==> src/pkg/uit_params.svh <==
// Constants for the serial interrupt timing block.
`ifndef UIT_PARAMS_SVH
`define UIT_PARAMS_SVH

`define UIT_DIV_W         16
`define UIT_DATA_BITS     8
`define UIT_FIFO_DEPTH    8
`define UIT_MODEM_IN_W    4
`define UIT_MODEM_OUT_W   2
`define UIT_MODEM_OUT_RST 2'h0
// Baud clock cycles per serial bit, and the last tick index of a bit.
`define UIT_TICKS_PER_BIT 16
`define UIT_SUB_W         4
`define UIT_SUB_LAST      4'hf
// Tick index within the start bit where the receiver samples mid bit.
`define UIT_RX_MID        4'h7
// Tick index within the start bit where the holding word is taken.
`define UIT_TX_POP        4'h7
// Least baud cycles from first load to start bit, and wait counter width.
`define UIT_TX_WAIT_MIN   5'h08
`define UIT_WAIT_W        5
// Baud cycles from stop sample to receive interrupt.
`define UIT_RX_INT_DELAY  1
// Window limits in baud cycles for the checks.
`define UIT_START_MAX     24
`define UIT_TRANSMIT_HOLDING_EMPTY_MIN      16
`define UIT_TRANSMIT_HOLDING_EMPTY_MAX      32

`endif

==> src/pkg/uit_pkg.sv <==
// Types for the serial interrupt timing block.
package uit_pkg;
  typedef enum logic [1:0] {TX_IDLE, TX_START, TX_DATA, TX_STOP} uit_tx_state_e;
  typedef enum logic [1:0] {RX_IDLE, RX_START, RX_DATA, RX_STOP} uit_rx_state_e;
  typedef enum logic [1:0] {IIR_NONE, IIR_MODEM, IIR_TRANSMIT_HOLDING_EMPTY, IIR_RX} uit_iir_e;
endpackage : uit_pkg

==> src/design/uit_core.sv <==
// Serial transmitter/receiver core with interrupt timing and modem lines.
`timescale 1ns/10ps
`default_nettype none
`include "uit_params.svh"

// Function
// Receive interrupt one baud cycle after stop.
// Receive buffer read clears receive interrupt.
// Holding register write clears empty interrupt.
// Start bit 8 to 24 cycles after load.
// Empty interrupt 16 to 32 after first write.
// Empty interrupt 8 to 24 after stop.
// Identification read reporting empty clears it.
// Modem input change sets modem interrupt.
// Modem status read clears modem interrupt.
// Control write updates modem output pins.
// Sixteen baud clock cycles per bit.
// Baud clock is input divided by divisor.
module uit_core #(
  parameter int DIV_W      = `UIT_DIV_W,
  parameter int FIFO_DEPTH = `UIT_FIFO_DEPTH
) (
  // Clock and reset.
  input  wire logic                        ref_clk,
  input  wire logic                        rst_n,
  // Baud generator.
  input  wire logic [DIV_W-1:0]            divisor,
  output logic                             baud_clock_out,
  // Host strobes and data.
  input  wire logic [`UIT_DATA_BITS-1:0]   wr_data,
  input  wire logic                        write_strobe_thr,
  output logic                             thr_ready,
  input  wire logic                        write_strobe_mcr,
  input  wire logic                        read_strobe_rbr,
  input  wire logic                        read_strobe_iir,
  input  wire logic                        read_strobe_msr,
  // Host status.
  output logic [`UIT_DATA_BITS-1:0]        receive_buffer,
  output logic [1:0]                       interrupt_identification,
  output logic [7:0]                       modem_status_reg,
  output logic                             transmit_holding_empty,
  output logic                             interrupt_request,
  // Serial line and modem pins.
  input  wire logic                        sin,
  output logic                             sout,
  input  wire logic [`UIT_MODEM_IN_W-1:0]  modem_in,
  output logic [`UIT_MODEM_OUT_W-1:0]      modem_out
);
  localparam int CNT_W = $clog2(FIFO_DEPTH + 1);

  logic [DIV_W-1:0]           bcnt_q;
  logic                       tick;
  logic                       bclk_q;
  uit_pkg::uit_tx_state_e     tx_q;
  uit_pkg::uit_rx_state_e     rx_q;
  logic [`UIT_SUB_W-1:0]      phase_q;
  logic [`UIT_SUB_W-1:0]      tsub_q;
  logic [`UIT_SUB_W-1:0]      rsub_q;
  logic [2:0]                 tbit_q;
  logic [2:0]                 rbit_q;
  logic [`UIT_WAIT_W-1:0]     wait_q;
  logic [`UIT_DATA_BITS-1:0]  tsh_q;
  logic [`UIT_DATA_BITS-1:0]  rsh_q;
  logic [`UIT_DATA_BITS-1:0]  rbuf_q;
  logic                       sout_q;
  logic                       rx_done_q;
  logic                       rx_pend_q;
  logic                       transmit_holding_empty_pend_q;
  logic                       ms_pend_q;
  logic                       irq_q;
  uit_pkg::uit_iir_e          iir_q;
  logic [`UIT_MODEM_IN_W-1:0] min_q;
  logic [`UIT_MODEM_IN_W-1:0] mdelta_q;
  logic [`UIT_MODEM_OUT_W-1:0] mout_q;
  logic                       fifo_valid;
  logic [`UIT_DATA_BITS-1:0]  fifo_data;
  logic [CNT_W-1:0]           fifo_count;
  logic                       tx_start;
  logic                       tx_pop;
  logic                       thr_load;
  logic                       rx_set;
  logic                       transmit_holding_empty_set;
  logic                       ms_set;

  // ----------------------------------------------------------------
  // Baud generator
  // ----------------------------------------------------------------
  // A divisor of zero is illegal and behaves as one, so the tick never stops.
  assign tick = ((DIV_W + 1)'(bcnt_q) + (DIV_W + 1)'(1)) >= (DIV_W + 1)'(divisor);

  always_ff @(posedge ref_clk)
  begin
    if (!rst_n)
    begin
      bcnt_q  <= '0;
      bclk_q  <= 1'b0;
      phase_q <= '0;
    end
    else
    begin
      bcnt_q <= tick ? '0 : bcnt_q + DIV_W'(1);
      bclk_q <= tick;
      if (tick)
      begin
        phase_q <= phase_q + `UIT_SUB_W'(1);
      end
    end
  end

  // ----------------------------------------------------------------
  // Transmit holding FIFO and transmitter
  // ----------------------------------------------------------------
  assign thr_load = write_strobe_thr && thr_ready;
  assign tx_start = (tx_q == uit_pkg::TX_IDLE) && tick && fifo_valid
                    && (wait_q + `UIT_WAIT_W'(1) >= `UIT_TX_WAIT_MIN) && (phase_q == `UIT_SUB_LAST);
  assign tx_pop   = (tx_q == uit_pkg::TX_START) && tick && (tsub_q == `UIT_TX_POP);

  uit_fifo #(
    .WIDTH (`UIT_DATA_BITS),
    .DEPTH (FIFO_DEPTH)
  ) u_thr_fifo (
    .clk       (ref_clk),
    .rst_n     (rst_n),
    .in_valid  (write_strobe_thr),
    .in_ready  (thr_ready),
    .in_data   (wr_data),
    .out_valid (fifo_valid),
    .out_ready (tx_pop),
    .out_data  (fifo_data),
    .count     (fifo_count)
  );

  // The start bit waits for a bit boundary at least eight ticks after load.
  always_ff @(posedge ref_clk)
  begin
    if (!rst_n)
    begin
      tx_q   <= uit_pkg::TX_IDLE;
      tsub_q <= '0;
      tbit_q <= '0;
      wait_q <= '0;
      tsh_q  <= '0;
      sout_q <= 1'b1;
    end
    else
    begin
      case (tx_q)
        uit_pkg::TX_IDLE:
        begin
          sout_q <= 1'b1;
          if (!fifo_valid)
          begin
            wait_q <= '0;
          end
          else if (tx_start)
          begin
            tx_q   <= uit_pkg::TX_START;
            tsub_q <= '0;
            sout_q <= 1'b0;
          end
          else if (tick && wait_q < `UIT_TX_WAIT_MIN)
          begin
            wait_q <= wait_q + `UIT_WAIT_W'(1);
          end
        end
        uit_pkg::TX_START, uit_pkg::TX_DATA, uit_pkg::TX_STOP:
        begin
          if (tx_pop)
          begin
            tsh_q <= fifo_data;
          end
          if (tick)
          begin
            tsub_q <= tsub_q + `UIT_SUB_W'(1);
            if (tsub_q == `UIT_SUB_LAST)
            begin
              if (tx_q == uit_pkg::TX_START)
              begin
                tx_q   <= uit_pkg::TX_DATA;
                tbit_q <= '0;
                sout_q <= tsh_q[0];
              end
              else if (tx_q == uit_pkg::TX_DATA && tbit_q != 3'h7)
              begin
                tbit_q <= tbit_q + 3'h1;
                sout_q <= tsh_q[tbit_q + 3'h1];
              end
              else if (tx_q == uit_pkg::TX_DATA)
              begin
                tx_q   <= uit_pkg::TX_STOP;
                sout_q <= 1'b1;
              end
              else if (fifo_valid)
              begin
                tx_q   <= uit_pkg::TX_START;
                sout_q <= 1'b0;
              end
              else
              begin
                tx_q   <= uit_pkg::TX_IDLE;
                wait_q <= '0;
              end
            end
          end
        end
        default:
        begin
          tx_q <= uit_pkg::TX_IDLE;
        end
      endcase
    end
  end

  // ----------------------------------------------------------------
  // Receiver
  // ----------------------------------------------------------------
  always_ff @(posedge ref_clk)
  begin
    if (!rst_n)
    begin
      rx_q      <= uit_pkg::RX_IDLE;
      rsub_q    <= '0;
      rbit_q    <= '0;
      rsh_q     <= '0;
      rbuf_q    <= '0;
      rx_done_q <= 1'b0;
    end
    else if (tick)
    begin
      rsub_q    <= rsub_q + `UIT_SUB_W'(1);
      rx_done_q <= 1'b0;
      case (rx_q)
        uit_pkg::RX_IDLE:
        begin
          rsub_q <= '0;
          if (!sin)
          begin
            rx_q <= uit_pkg::RX_START;
          end
        end
        uit_pkg::RX_START:
        begin
          if (rsub_q == `UIT_RX_MID)
          begin
            rx_q   <= sin ? uit_pkg::RX_IDLE : uit_pkg::RX_DATA;
            rsub_q <= '0;
            rbit_q <= '0;
          end
        end
        uit_pkg::RX_DATA:
        begin
          if (rsub_q == `UIT_SUB_LAST)
          begin
            rsh_q  <= {sin, rsh_q[`UIT_DATA_BITS-1:1]};
            rbit_q <= rbit_q + 3'h1;
            if (rbit_q == 3'h7)
            begin
              rx_q <= uit_pkg::RX_STOP;
            end
          end
        end
        uit_pkg::RX_STOP:
        begin
          if (rsub_q == `UIT_SUB_LAST)
          begin
            rbuf_q    <= rsh_q;
            rx_done_q <= 1'b1;
            rx_q      <= uit_pkg::RX_IDLE;
          end
        end
        default:
        begin
          rx_q <= uit_pkg::RX_IDLE;
        end
      endcase
    end
  end

  // ----------------------------------------------------------------
  // Interrupt flags
  // ----------------------------------------------------------------
  // A set in the same cycle as a clear always wins, so no event is lost.
  assign rx_set   = rx_done_q && tick;
  // A word pushed in the same cycle keeps the holding side busy, so no empty event then.
  assign transmit_holding_empty_set = tx_pop && (fifo_count == CNT_W'(1)) && !thr_load;
  assign ms_set   = (modem_in != min_q);

  always_ff @(posedge ref_clk)
  begin
    if (!rst_n)
    begin
      rx_pend_q   <= 1'b0;
      transmit_holding_empty_pend_q <= 1'b0;
      ms_pend_q   <= 1'b0;
    end
    else
    begin
      rx_pend_q   <= rx_set || (rx_pend_q && !read_strobe_rbr);
      transmit_holding_empty_pend_q <= transmit_holding_empty_set || (transmit_holding_empty_pend_q && !thr_load
                     && !(read_strobe_iir && iir_q == uit_pkg::IIR_TRANSMIT_HOLDING_EMPTY));
      ms_pend_q   <= ms_set || (ms_pend_q && !read_strobe_msr);
    end
  end

  always_ff @(posedge ref_clk)
  begin
    if (!rst_n)
    begin
      iir_q <= uit_pkg::IIR_NONE;
      irq_q <= 1'b0;
    end
    else
    begin
      irq_q <= rx_pend_q || transmit_holding_empty_pend_q || ms_pend_q;
      if (rx_pend_q)
      begin
        iir_q <= uit_pkg::IIR_RX;
      end
      else if (transmit_holding_empty_pend_q)
      begin
        iir_q <= uit_pkg::IIR_TRANSMIT_HOLDING_EMPTY;
      end
      else if (ms_pend_q)
      begin
        iir_q <= uit_pkg::IIR_MODEM;
      end
      else
      begin
        iir_q <= uit_pkg::IIR_NONE;
      end
    end
  end

  // ----------------------------------------------------------------
  // Modem lines
  // ----------------------------------------------------------------
  always_ff @(posedge ref_clk)
  begin
    if (!rst_n)
    begin
      min_q    <= '0;
      mdelta_q <= '0;
      mout_q   <= `UIT_MODEM_OUT_RST;
    end
    else
    begin
      min_q    <= modem_in;
      mdelta_q <= (modem_in ^ min_q) | (read_strobe_msr ? '0 : mdelta_q);
      if (write_strobe_mcr)
      begin
        mout_q <= wr_data[`UIT_MODEM_OUT_W-1:0];
      end
    end
  end

  assign baud_clock_out           = bclk_q;
  assign sout                     = sout_q;
  assign receive_buffer           = rbuf_q;
  assign interrupt_identification = iir_q;
  assign modem_status_reg         = {min_q, mdelta_q};
  assign transmit_holding_empty   = !fifo_valid;
  assign interrupt_request        = irq_q;
  assign modem_out                = mout_q;

  // ----------------------------------------------------------------
  // Checks
  // ----------------------------------------------------------------
  logic [7:0] since_load_q;
  always_ff @(posedge ref_clk)
  begin
    if (!rst_n || (tx_q == uit_pkg::TX_IDLE && !fifo_valid))
    begin
      since_load_q <= '0;
    end
    else if (tick && tx_q != uit_pkg::TX_DATA && since_load_q != 8'hff)
    begin
      since_load_q <= since_load_q + 8'h1;
    end
  end
endmodule : uit_core
`default_nettype wire

==> src/design/uit_fifo.sv <==
// Synchronous FIFO with valid/ready on both sides.
`timescale 1ns/10ps
`default_nettype none
module uit_fifo #(
  parameter int WIDTH = 8,
  parameter int DEPTH = 8,
  parameter int CNT_W = $clog2(DEPTH + 1),
  parameter int PTR_W = (DEPTH > 1) ? $clog2(DEPTH) : 1
) (
  // Clock and reset.
  input  wire logic             clk,
  input  wire logic             rst_n,
  // Fill side.
  input  wire logic             in_valid,
  output logic                  in_ready,
  input  wire logic [WIDTH-1:0] in_data,
  // Drain side.
  output logic                  out_valid,
  input  wire logic             out_ready,
  output logic [WIDTH-1:0]      out_data,
  output logic [CNT_W-1:0]      count
);
  logic [WIDTH-1:0] mem_q [DEPTH];
  logic [PTR_W-1:0] wr_q;
  logic [PTR_W-1:0] rd_q;
  logic [CNT_W-1:0] cnt_q;
  logic             push;
  logic             pop;

  assign in_ready  = (cnt_q != CNT_W'(DEPTH));
  assign out_valid = (cnt_q != '0);
  assign push      = in_valid && in_ready;
  assign pop       = out_valid && out_ready;
  assign out_data  = mem_q[rd_q];
  assign count     = cnt_q;

  always_ff @(posedge clk)
  begin
    if (push)
    begin
      mem_q[wr_q] <= in_data;
    end
  end

  always_ff @(posedge clk)
  begin
    if (!rst_n)
    begin
      wr_q  <= '0;
      rd_q  <= '0;
      cnt_q <= '0;
    end
    else
    begin
      if (push)
      begin
        wr_q <= (wr_q == PTR_W'(DEPTH - 1)) ? '0 : wr_q + PTR_W'(1);
      end
      if (pop)
      begin
        rd_q <= (rd_q == PTR_W'(DEPTH - 1)) ? '0 : rd_q + PTR_W'(1);
      end
      cnt_q <= cnt_q + CNT_W'(push) - CNT_W'(pop);
    end
  end
endmodule : uit_fifo
`default_nettype wire

==> config.mk <==
export PLATFORM = sky130hd
export DESIGN_NAME = uit_core
export DESIGN_NICKNAME = d
export VERILOG_FILES = /design/src/pkg/uit_pkg.sv /design/src/design/uit_core.sv /design/src/design/uit_fifo.sv
export VERILOG_INCLUDE_DIRS = /design/src /design/src/pkg
export SDC_FILE = /design/constraint.sdc
export NUM_CORES = 1
export LEC_CHECK = 0
export BUFFER_PORTS_ARGS = -buffer_cell sky130_fd_sc_hd__buf_2
export CAP_MARGIN = 20
export CORE_AREA = 4 4 122 124
export DETAILED_ROUTE_END_ITERATION = 8
export DIE_AREA = 0 0 126 128
export GPL_TIMING_DRIVEN = 1
export PLACE_DENSITY_LB_ADDON = 0.3
export SLEW_MARGIN = 20
export SYNTH_ARGS = -nofsm -noshare
export SYNTH_HDL_FRONTEND = slang
export SYNTH_SLANG_ARGS = --single-unit
==> constraint.sdc <==
create_clock -name ref_clk -period 11 [get_ports ref_clk]
set_clock_uncertainty 0.05 [all_clocks]
set_input_delay 2.2 -clock ref_clk [delete_from_list [all_inputs] [get_ports ref_clk]]
set_output_delay 2.2 -clock ref_clk [all_outputs]
set_load 0.005 [all_outputs]
# After elaboration in Yosys (flattened, before gate mapping)

Memories as Yosys holds them, arrays and structs flattened. A register that Yosys moved wholly into a read port is not among the register bits.
Cells that the tools add are included.

Register bits after elaboration: 88
Latch bits: 0
Memory bits (writable): 64
Memory bits (read-only): 0
Output and inout bits: 25
Logic and storage cells: 185
Memories kept: 1

$add $sub $neg: 12
$mul: 0
Divide/modulo/power cells: 0
$lt $le $gt $ge: 4
Equal/unequal tests: 36
Shift operators: 0
Mux-type cells: 58
Bitwise gates (word level): 3
Reduce and logical (&&, ||, !) cells: 46

Memories:

| name             | depth | bits a word | read ports | clocked after memory_dff | write ports | line           | text |
|---|---|---|---|---|---|---|---|
| u_thr_fifo.mem_q | 8     | 8           | 1          | 1                        | 1           | uit_fifo.sv:23 | `logic [WIDTH-1:0] mem_q [DEPTH];` |

Operators with widths:

| kind                                                                  | count |
|---|---|
| 5-bit 2-to-1 mux                                                      | 9 |
| 2-bit 2-to-1 mux                                                      | 15 |
| 2-bit != test, second input constant                                  | 13 |
| 4-bit 2-to-1 mux                                                      | 5 |
| 1-bit logical AND                                                     | 18 |
| 3-bit 2-to-1 mux                                                      | 6 |
| 16-bit by 1-bit adder with 17-bit output, second input constant       | 1 |
| 17-bit by 16-bit greater-or-equal comparator with 1-bit output        | 1 |
| 16-bit by 1-bit adder with 16-bit output, second input constant       | 1 |
| 4-bit case mux with 2 select lines                                    | 2 |
| 1-bit 2-to-1 mux                                                      | 15 |
| 3-bit by 1-bit adder with 3-bit output, second input constant         | 4 |
| 4-bit by 1-bit adder with 4-bit output, second input constant         | 3 |
| 4-bit equality test, second input constant                            | 3 |
| 3-bit AND reduction                                                   | 4 |
| 2-bit equality test, second input constant                            | 5 |
| 5-bit case mux with 2 select lines                                    | 1 |
| 3-bit equality test, second input constant                            | 3 |
| 3-bit != test, second input constant                                  | 3 |
| 4-bit by 3-bit equality test with 1-bit output, second input constant | 2 |
| 2-bit case mux with 4 select lines                                    | 1 |
| 4-bit AND reduction                                                   | 2 |
| 8-bit AND reduction                                                   | 1 |
| 1-bit logical NOT                                                     | 6 |
| 28 further kinds                                                      | 35 |

# Longest topological paths before layout

Gate-level depths: netlist of run 1.

Depth after elaboration: 9
Mapped depth: 20

# Hierarchy

A second synthesis of run 1 with hierarchy kept.

Cell total of the unflattened synthesis: 661
Area total of the unflattened synthesis: 7,509.7 um^2

By module, submodules not included:

| module   | instances | cells an instance | area an instance (um^2) | sequential area each (um^2) |
|---|---|---|---|---|
| uit_core | 1         | 491               | 4,339.2                 | 1,721.7 |
| uit_fifo | 1         | 170               | 3,170.5                 | 2,182.1 |

# Worst setup path before layout of run 1

OpenSTA, ideal clock, no wires.

Path type: in2reg
Start point: input divisor[4]
End point: register u_thr_fifo.cnt_q[2], in the netlist u_thr_fifo.count[2]
Library setup time: 0.128 ns
Data arrival time: 4.868 ns
Data required time: 10.822 ns
Slack: 5.954 ns
Cell stages on the path: 15
Cell sequence: inv_1 -> ha_1 -> a21oi_1 -> o21ai_0 -> a2111oi_1 -> o311ai_1 -> buf_4 -> nand4_1 -> inv_1 -> ha_1 -> inv_1 -> ha_1 -> fa_1 -> xnor2_1 -> nor2_1

Word-level cells in the longest chain between the ends: 5

Ends and longest elaborated chain:

| what                                                           | line            | text |
|---|---|---|
| start: declaration                                             | uit_core.sv:27  | `input wire logic [DIV_W-1:0] divisor,` |
| 17-bit by 16-bit greater-or-equal comparator with 1-bit output | uit_core.sv:89  | `assign tick = ((DIV_W + 1)'(bcnt_q) + (DIV_W + 1)'(1)) >= (DIV_W + 1)'(divisor);` |
| 1-bit logical AND (2 in a row)                                 | uit_core.sv:116 | `` assign tx_pop = (tx_q == uit_pkg::TX_START) && tick && (tsub_q == `UIT_TX_POP); `` |
| 1-bit logical AND                                              | uit_fifo.sv:33  | `assign pop = out_valid && out_ready;` |
| net u_thr_fifo.pop                                             | uit_fifo.sv:28  | `logic pop;` |
| 4-bit by 1-bit subtractor with 4-bit output                    | uit_fifo.sv:63  | `cnt_q <= cnt_q + CNT_W'(push) - CNT_W'(pop);` |
| end signal: assignment                                         | uit_fifo.sv:63  |  |
| end: declaration                                               | uit_fifo.sv:26  | `logic [CNT_W-1:0] cnt_q;` |

The timed path passes the listed nets, and every way through them passes these cells.
A chain may end at the register's enable or synchronous reset.

# Final worst setup path of run 1

Same ends and word-level chain as after synthesis.

==> out/summary.md, run 1 <==
Data on the critical path arrives at its endpoint at 5370 ps. Mean cell area of the mapped netlist: 11.17 um2. Final count of hold timing violations: 0.

The logs give 0 for the number of max-cap violations and 0.4205 for the relative max-transition margin. Synthesis produced 651 cells. The data required time at the worst endpoint is 11240 ps, and the core box area is 13770 um2. After routing the design area is 8274 um2. TritonCTS built the clock tree. The kind of start point of the critical path is an input port. Counting every net in the synthesized netlist gives 728. The layout cell share with drive strength beyond 1 works out to 0.1911.

The tools report the buffer cell driving the clock tree root as clkbuf_16. The async set or reset register ratio after synthesis was 0. The critical path is of the input port to flip-flop type. The final route contains 5004 vias. The tools report the distinct cell type count of the synthesized netlist as 59. The worst hold path was traced through 2 stages. The number of placed I/O pins came out at 61.

The flow ran to the end, and the final reports show no timing, DRC or antenna violations. In the synthesized netlist, the cells that appear most often are 96 x dfxtp_1, 64 x edfxtp_1, 50 x nand2_1. Entering global routing, the biggest net connects 67 pins. Along the worst path, the maximum fanout reaches 20.

In this run, synthesis inferred 64 flip-flops with an integrated enable. The final layout contains 786 nets. The most used flip-flop cell after synthesis was dfxtp_1. Area enclosed by the die boundary: 16130 um2. The clock drives 160 sinks.

The number of max-slew violations in the final report was 0; the half-perimeter wire length after detailed placement was 9701 um. The congestion estimate from routability-driven global placement came to 0.8523. The final-report setup violation count came out at 0.

The number of antenna diodes in the final layout is 0. The number of antenna violations at the first check in global routing is 0, and the average wire per cell in the routed design is 15.71 um. The area growth from synthesis to layout is 13.78%. The number of buffers inserted by post-CTS setup repair was 0; the final antenna-violating net count was 0. For the worst flop-to-flop path, the logic depth is 19. The floorplan die width is 126 um, and the clock-pin slew reported for the worst setup and hold paths after clock tree synthesis is 60 ps. Clock latency on the worst-skew pair, taken at its later pin, is 420 ps. The cell area that synthesis handed to floorplanning was 7272 um2. For the deepest clock path buffer count, the log shows 2.

For the filler cell count, the log shows 1127. The number of flip-flops and latches in the synthesized netlist is 160, and the vias per cell is 5.548. The overall die height was 128 um; the number of buffers created by CTS was 17. Summing all placed instances gives a cell area of 7734 um2. For this run, the top clock speed supported by timing is 194.8 MHz.

For this run, design rule violations remaining after detail routing come to 0. The portion of synthesized cell area occupied by the leading cell type was 0.2643; the starting density of the core was 0.5280. Setup repair after global routing left no endpoint under its margin. Hold timing on the final database bottoms out at a slack of 406.1 ps. Yosys instantiated no cell more often than dfxtp_1. For the final routed database, the setup TNS stands at 0 ps. The tools report the part of the Yosys area used for sequential elements as 0.5286. The worst hold path belongs to the class flip-flop to flip-flop. During synthesis, Yosys emitted a total of 0 warnings. Routed wire length: 14170 um.

Leaving out filler cells and counting taps, the final layout contains 902. Ranked by total cell area, the synthesized netlist is headed by dfxtp_1 26%, edfxtp_1 26%, ha_1 6.9%. The logs give 0.003244 uW for the cell leakage power and 0.1877 for the global-route usage over all layers.

The first global-routing pass estimated 24270 um of wire. The H-tree was split into 4 levels. The cell total after placement was 870; the count of port buffers added during placement was 60.

The number of detailed-routing iterations run before antenna repair was 4; the via count of the first global-routing pass was 5153. The total power after layout was 1313 uW. For this design the ratio of total power to cell area is 158.7 nW/um2. The biggest area contributor in the post-synthesis netlist is dfxtp_1.

The final critical delay including setup and external delays came out at 5133 ps. The portion of the clock cycle consumed by the worst path in the final layout is 0.4667, and the cell row count is 43. The number of hold buffers added after CTS was 0; the total overflow reported by the global router was 0. The initial DRC count is 244, and the number of gates resized after CTS is 0. At the pin with the least slew margin, the transition time is 868.0 ps.

Across the VDD grid, the largest voltage drop is 0.1629 mV. STA classifies the critical path endpoint as a flip-flop.
==> per-stage QoR <==
stage / utilization / setup slack (ps)
after floorplan: - / 5954
after global placement: 0.5615 / 5586
after detailed placement: 0.5615 / 5435
after CTS: 0.6007 / 5890
after global routing: 0.6007 / 5725
final: 0.6007 / 5867
==> final timing paths <==
kind / from / end / slack, ps
worst max-delay path: divisor[4] / u_thr_fifo.count[2] / 5870
worst min-delay path: receive_buffer[7] / receive_buffer[7] / 410
worst max register to register: bcnt_q[0] / u_thr_fifo.count[2] / 6230
worst min register to register: receive_buffer[7] / receive_buffer[7] / 410
==> power by group <==
| group | leakage, uW | internal, uW | switching, uW |
|---|---|---|---|
| Combinational | 0.00162 | 53.0 | 74.3 |
| Sequential | 0.00136 | 640 | 13.7 |
| Clock | 0.000266 | 293 | 239 |
| Total | 0.00324 | 986 | 328 |
==> critical path, cell delays in order <==
cell and delay, ps:
buf_2 70, inv_1 40, ha_1 320, a21oi_1 140, o21ai_0 100, a2111oi_1 640
o311ai_2 130, buf_4 240, nand4_1 240, inv_1 70, ha_1 270, inv_1 40
ha_1 200, fa_1 400, xnor2_1 200, nor2_1 60
==> layer usage <==
layer  track usage  up-vias  wire, um
met1        0.2180     2397      5970
met2        0.3358      107      7422
met5             0        -         0
met3       0.04833       13       629
li1              -     2487         -
met4       0.06814        0       146
==> area by class of cell <==
type | instances | area, um2 | share of cell area
timing repair buffer | 69 | 367.9 | 0.04446
tap | 180 | 225.2 | 0.02722
clock buffer | 19 | 432.9 | 0.05232
multi-input combinational | 425 | 3162 | 0.3821
clock inverter | 13 | 107.6 | 0.01300
sequential | 160 | 3844 | 0.4645
inverter | 36 | 135.1 | 0.01633
==> placed cells by master (no fill, tap or decap), types with 10 or more instances in the layout <==
| master | Yosys | routed |
|---|---|---|
| and3_1 | 15 | 15 |
| edfxtp_1 | 64 | 64 |
| dfxtp_1 | 96 | 96 |
| inv_1 | 36 | 36 |
| a21oi_1 | 29 | 29 |
| buf_2 | 6 | 60 |
| nand3_1 | 37 | 37 |
| nand4_1 | 10 | 10 |
| xnor2_1 | 17 | 17 |
| clkbuf_16 | 0 | 17 |
| ha_1 | 40 | 40 |
| o21ai_0 | 25 | 25 |
| nand2_1 | 50 | 50 |
| mux2i_1 | 15 | 15 |
| a211oi_1 | 14 | 14 |
| nor2_1 | 48 | 48 |
| nand2b_1 | 11 | 11 |
| mux4_2 | 18 | 18 |
==> logic make-up (layout without fill, tap and decap cells) <==
logic type | Yosys count | in the layout | share of synthesized area
AND/OR/NAND/NOR | 219 | 219 | 0.1574
flip-flops | 160 | 160 | 0.5286
AO/OA/AOI/OAI | 106 | 106 | 0.09670
buffers and inverters | 66 | 137 | 0.03768
adder cells (fa/ha/maj) | 41 | 41 | 0.07158
multiplexers | 34 | 34 | 0.07794
XOR/XNOR | 25 | 25 | 0.03011
==> flip-flops by register name, indices dropped and copies added, names as in the netlist, 2 cells and up, named ones only <==
| name | cells |
|---|---|
| bcnt_q | 16 |
| interrupt_identification | 2 |
| mdelta_q | 4 |
| min_q | 4 |
| modem_out | 2 |
| phase_q | 4 |
| rbit_q | 3 |
| receive_buffer | 8 |
| rsh_q | 8 |
| rsub_q | 4 |
| tbit_q | 3 |
| tsh_q | 8 |
| tsub_q | 4 |
| tx_q | 2 |
| u_thr_fifo.count | 4 |
| u_thr_fifo.mem_q | 64 |
| u_thr_fifo.rd_q | 3 |
| u_thr_fifo.wr_q | 3 |
| wait_q | 5 |
Note: power is estimated with default switching activity, not from simulation.
==> run 2, diff against run 1 <==
==> constraint.sdc (replaced) <==
create_clock -name ref_clk -period 4.4 [get_ports ref_clk]
set_clock_uncertainty 0.05 [all_clocks]
set_input_delay 0.88 -clock ref_clk [delete_from_list [all_inputs] [get_ports ref_clk]]
set_output_delay 0.88 -clock ref_clk [all_outputs]
set_load 0.005 [all_outputs]
==> out/summary.md, run 2 (same netlist as run 1, synthesis figures left out) <==
The flow ran to the end, and the final reports show no timing, DRC or antenna violations. For this design, the slowest cell found on the critical path is fa_1. The largest net degree at the start of global routing came out at 66. Timing analysis after detailed placement gives a worst setup slack of -28.67 ps. The number of flip-flops under the largest register name was 64. The layout cell share with drive strength beyond 1 was 0.2030. Setup violations remaining at the end of the flow were counted as 0.

The portion of the clock cycle consumed by the worst path in the final layout was 0.9340. 61 I/O pins were placed. For the worst hold slack, the log shows 403.5 ps. TritonCTS built the clock tree.

The number of stages on the worst hold path is 2, and the power density relative to cell area is 412.4 nW/um2. In this run the static leakage power is 0.003283 uW. The worst hold path begins at mdelta_q[2]. The number of max-slew violations in the final report came out at 0. More flip-flops sit in one register than any other, and that register is u_thr_fifo.mem_q. The standard cell area after detailed placement was 7741 um2. Clock-pin slew reported for the worst setup and hold paths after clock tree synthesis: 60 ps.

In the layout the commonest cells are 94 x dfxtp_1, 64 x edfxtp_1, 60 x buf_2. The floorplan die width was 126 um; the count of port buffers added during placement was 60. The tools report the critical path endpoint as u_thr_fifo.count[2]. The tools report the highest clock rate as 243.3 MHz. The critical path class is flip-flop to flip-flop.

The routability-driven placement congestion ratio is 0.8255. The global-route usage over all layers is 0.1847, and the peak supply drop is 0.2883 mV. The count of cells in the finished layout, fillers not included, comes to 904. The final instance area is 8374 um2. The most frequent standard cell in the layout excluding fill and tap cells was dfxtp_1.

In this run, the number of DRC markers left after iteration 0 of detailed routing was 255. For the final count of hold timing violations, the log shows 0. Total power for the finished layout comes to 3454 uW. The initialized floorplan defines 43 standard-cell rows. The critical path starts at bcnt_q[1].

For the worst setup path, the data arrival time is 4340 ps. Number of buffers created by CTS: 17. The area enclosed by the die boundary is 16130 um2. Across the run, the number of max-cap violations was 0. The worst setup path is launched from a flip-flop. Switching power: 821.3 uW. Relative max-transition margin: 0.3918. The endpoint identified for the worst register-to-register timing path is u_thr_fifo.count[2].

The clock sink total was 160; the synthesis-to-finish area growth was 15.16%. The starting density of the core was 0.5280. The part of the total power dissipated in the clock network is 0.436. Once routing completed, OpenROAD measured the worst setup slack at 290.5 ps. The first global-routing pass estimated 24070 um of wire. The worst path in the final design needs a cycle of 4109 ps, including I/O delays and setup.

The number of diodes added for antenna fixing was 0. After detailed routing, the average wire length per cell comes to 15.62 um. After legalization and detailed placement, the total HPWL measured 9543 um. The total overflow left after global routing is 0. The highest fanout seen on the critical path was 5. The run gives 0 as the final antenna-violating net count.

Combinational power share: 0.092. In this run, post-CTS hold repair placed 0 buffers. The final layout contains routed wiring with a total length of 14120 um. The logs give 0 for the number of antenna violations at the first check in global routing and 4 for the CTS H-tree depth.

The worst register-to-register path has a setup slack of 290 ps. Switching share of power: 0.2378. The later-pin clock latency in the skew report was 410 ps. The largest registers in the layout are u_thr_fifo.mem_q: 64 flops, bcnt_q: 16 flops. In this design, the critical path's most frequently occurring cell is ha_1. DRC violation count after routing: 0. Using the TritonRoute via totals, the vias-per-cell ratio works out to 5.527. For the cell total after placement, the log shows 871. The via count of the first global-routing pass is 5030. The net count of the finished layout is 789. On the worst path, the slowest cell contributes a delay of 380 ps. For the internal portion of total power, the log shows 2632 uW.

The slew at the pin closest to its max-slew limit came out at 908.9 ps. The tools report the kind of end point of the critical path as a flip-flop. In this run the worst hold path is classified as flip-flop to flip-flop. The core box area came out at 13770 um2.

Summing over every cut layer, the via total after detailed routing is 4996. The startpoint identified for the worst register-to-register timing path is bcnt_q[1]. The deepest clock path buffer count is 2, and the number of detailed-routing iterations run before antenna repair is 4. The tools report the register share of total power as 0.472. The buffer cell driving the clock tree root is clkbuf_16.

The overall die height is 128 um, and the data required time at the worst endpoint is 4630 ps. Filler cell count: 1121. Measured in cells, the most critical reg-to-reg path has a length of 18. Setup repair after global routing left no endpoint under its margin. Walking the worst path, the cells encountered are ha_2 -> nand2_1 -> nor4_4 -> nand3_1 -> xnor2_1 -> ha_1 -> a21o_1 -> a21o_1 -> a211oi_2 -> o311ai_2 -> nand4_1 -> inv_1 -> ha_1 -> inv_1 -> ha_1 -> fa_1 -> xnor2_1 -> nor2_1.
[run 2: changes by cell type in the layout (fill, tap and decap cells not counted), sizes merged]
cell / before / now
bufinv: 0 / 3
clkinvlp: 0 / 1
clkinv: 8 / 6
inv: 41 / 40
buf: 69 / 72
clkbuf: 19 / 17
[run 2: how the worst min path moves through the flow]
stage / endpoint / slack [ps]
after floorplan: receive_buffer[0] / 390
after global placement: mdelta_q[2] / 390
after detailed placement: mdelta_q[2] / 400
after CTS: mdelta_q[2] / 410
after global routing: mdelta_q[1] / 440
final: mdelta_q[2] / 400
[run 2: final cells by class]
cell class              count  area [um2]  share of cell area
multi-input cells         425        3169              0.3785
repair buffers             72       390.4             0.04662
clock buffers              17       425.4             0.05080
inverters                  36       135.1             0.01614
flip-flops and latches    160        3846              0.4593
clock inverters            14       182.7             0.02181
well taps                 180       225.2             0.02689
[run 2: metal layers]
metal	share of wire	global-route usage
met1	0.44	0.2266
met4	0.012	0.06435
met2	0.51	0.3208
met5	0	0
met3	0.036	0.04375
[run 2: critical path, delay by kind of cell, from the launching register on]
family	cells	cell delay, ps
AO/OA/AOI/OAI	4	810
XOR/XNOR	2	400
buffers and inverters	2	100
flip-flops	1	370
AND/OR/NAND/NOR	5	840
adder cells (fa/ha/maj)	5	1400
[run 2: stage by stage]
| step | util | TNS (ps) |
|---|---|---|
| 6_report | 0.6080 | 0 |
| 5_1_grt | 0.6080 | 0 |
| 4_1_cts | 0.6066 | 0 |
| 3_5_place_dp | 0.5620 | -28.67 |
| 3_3_place_gp | 0.5620 | 0 |
| 2_1_floorplan | - | 0 |
[run 2: what timing repair did]
item,CTS,global route
resized for setup,1,2
setup endpoints to repair,1,3
pin swaps,0,1
setup buffers,0,2
[run 2: power by group through the flow]
stage          combinational (uW)  clock, uW  sequential, uW
6_report                      319       1500            1630
3_3_place_gp                  308          0            1660
2_1_floorplan                 213          0            1660
4_1_cts                       323       1530            1630
5_1_grt                       362       1600            1640
3_5_place_dp                  321          0            1660
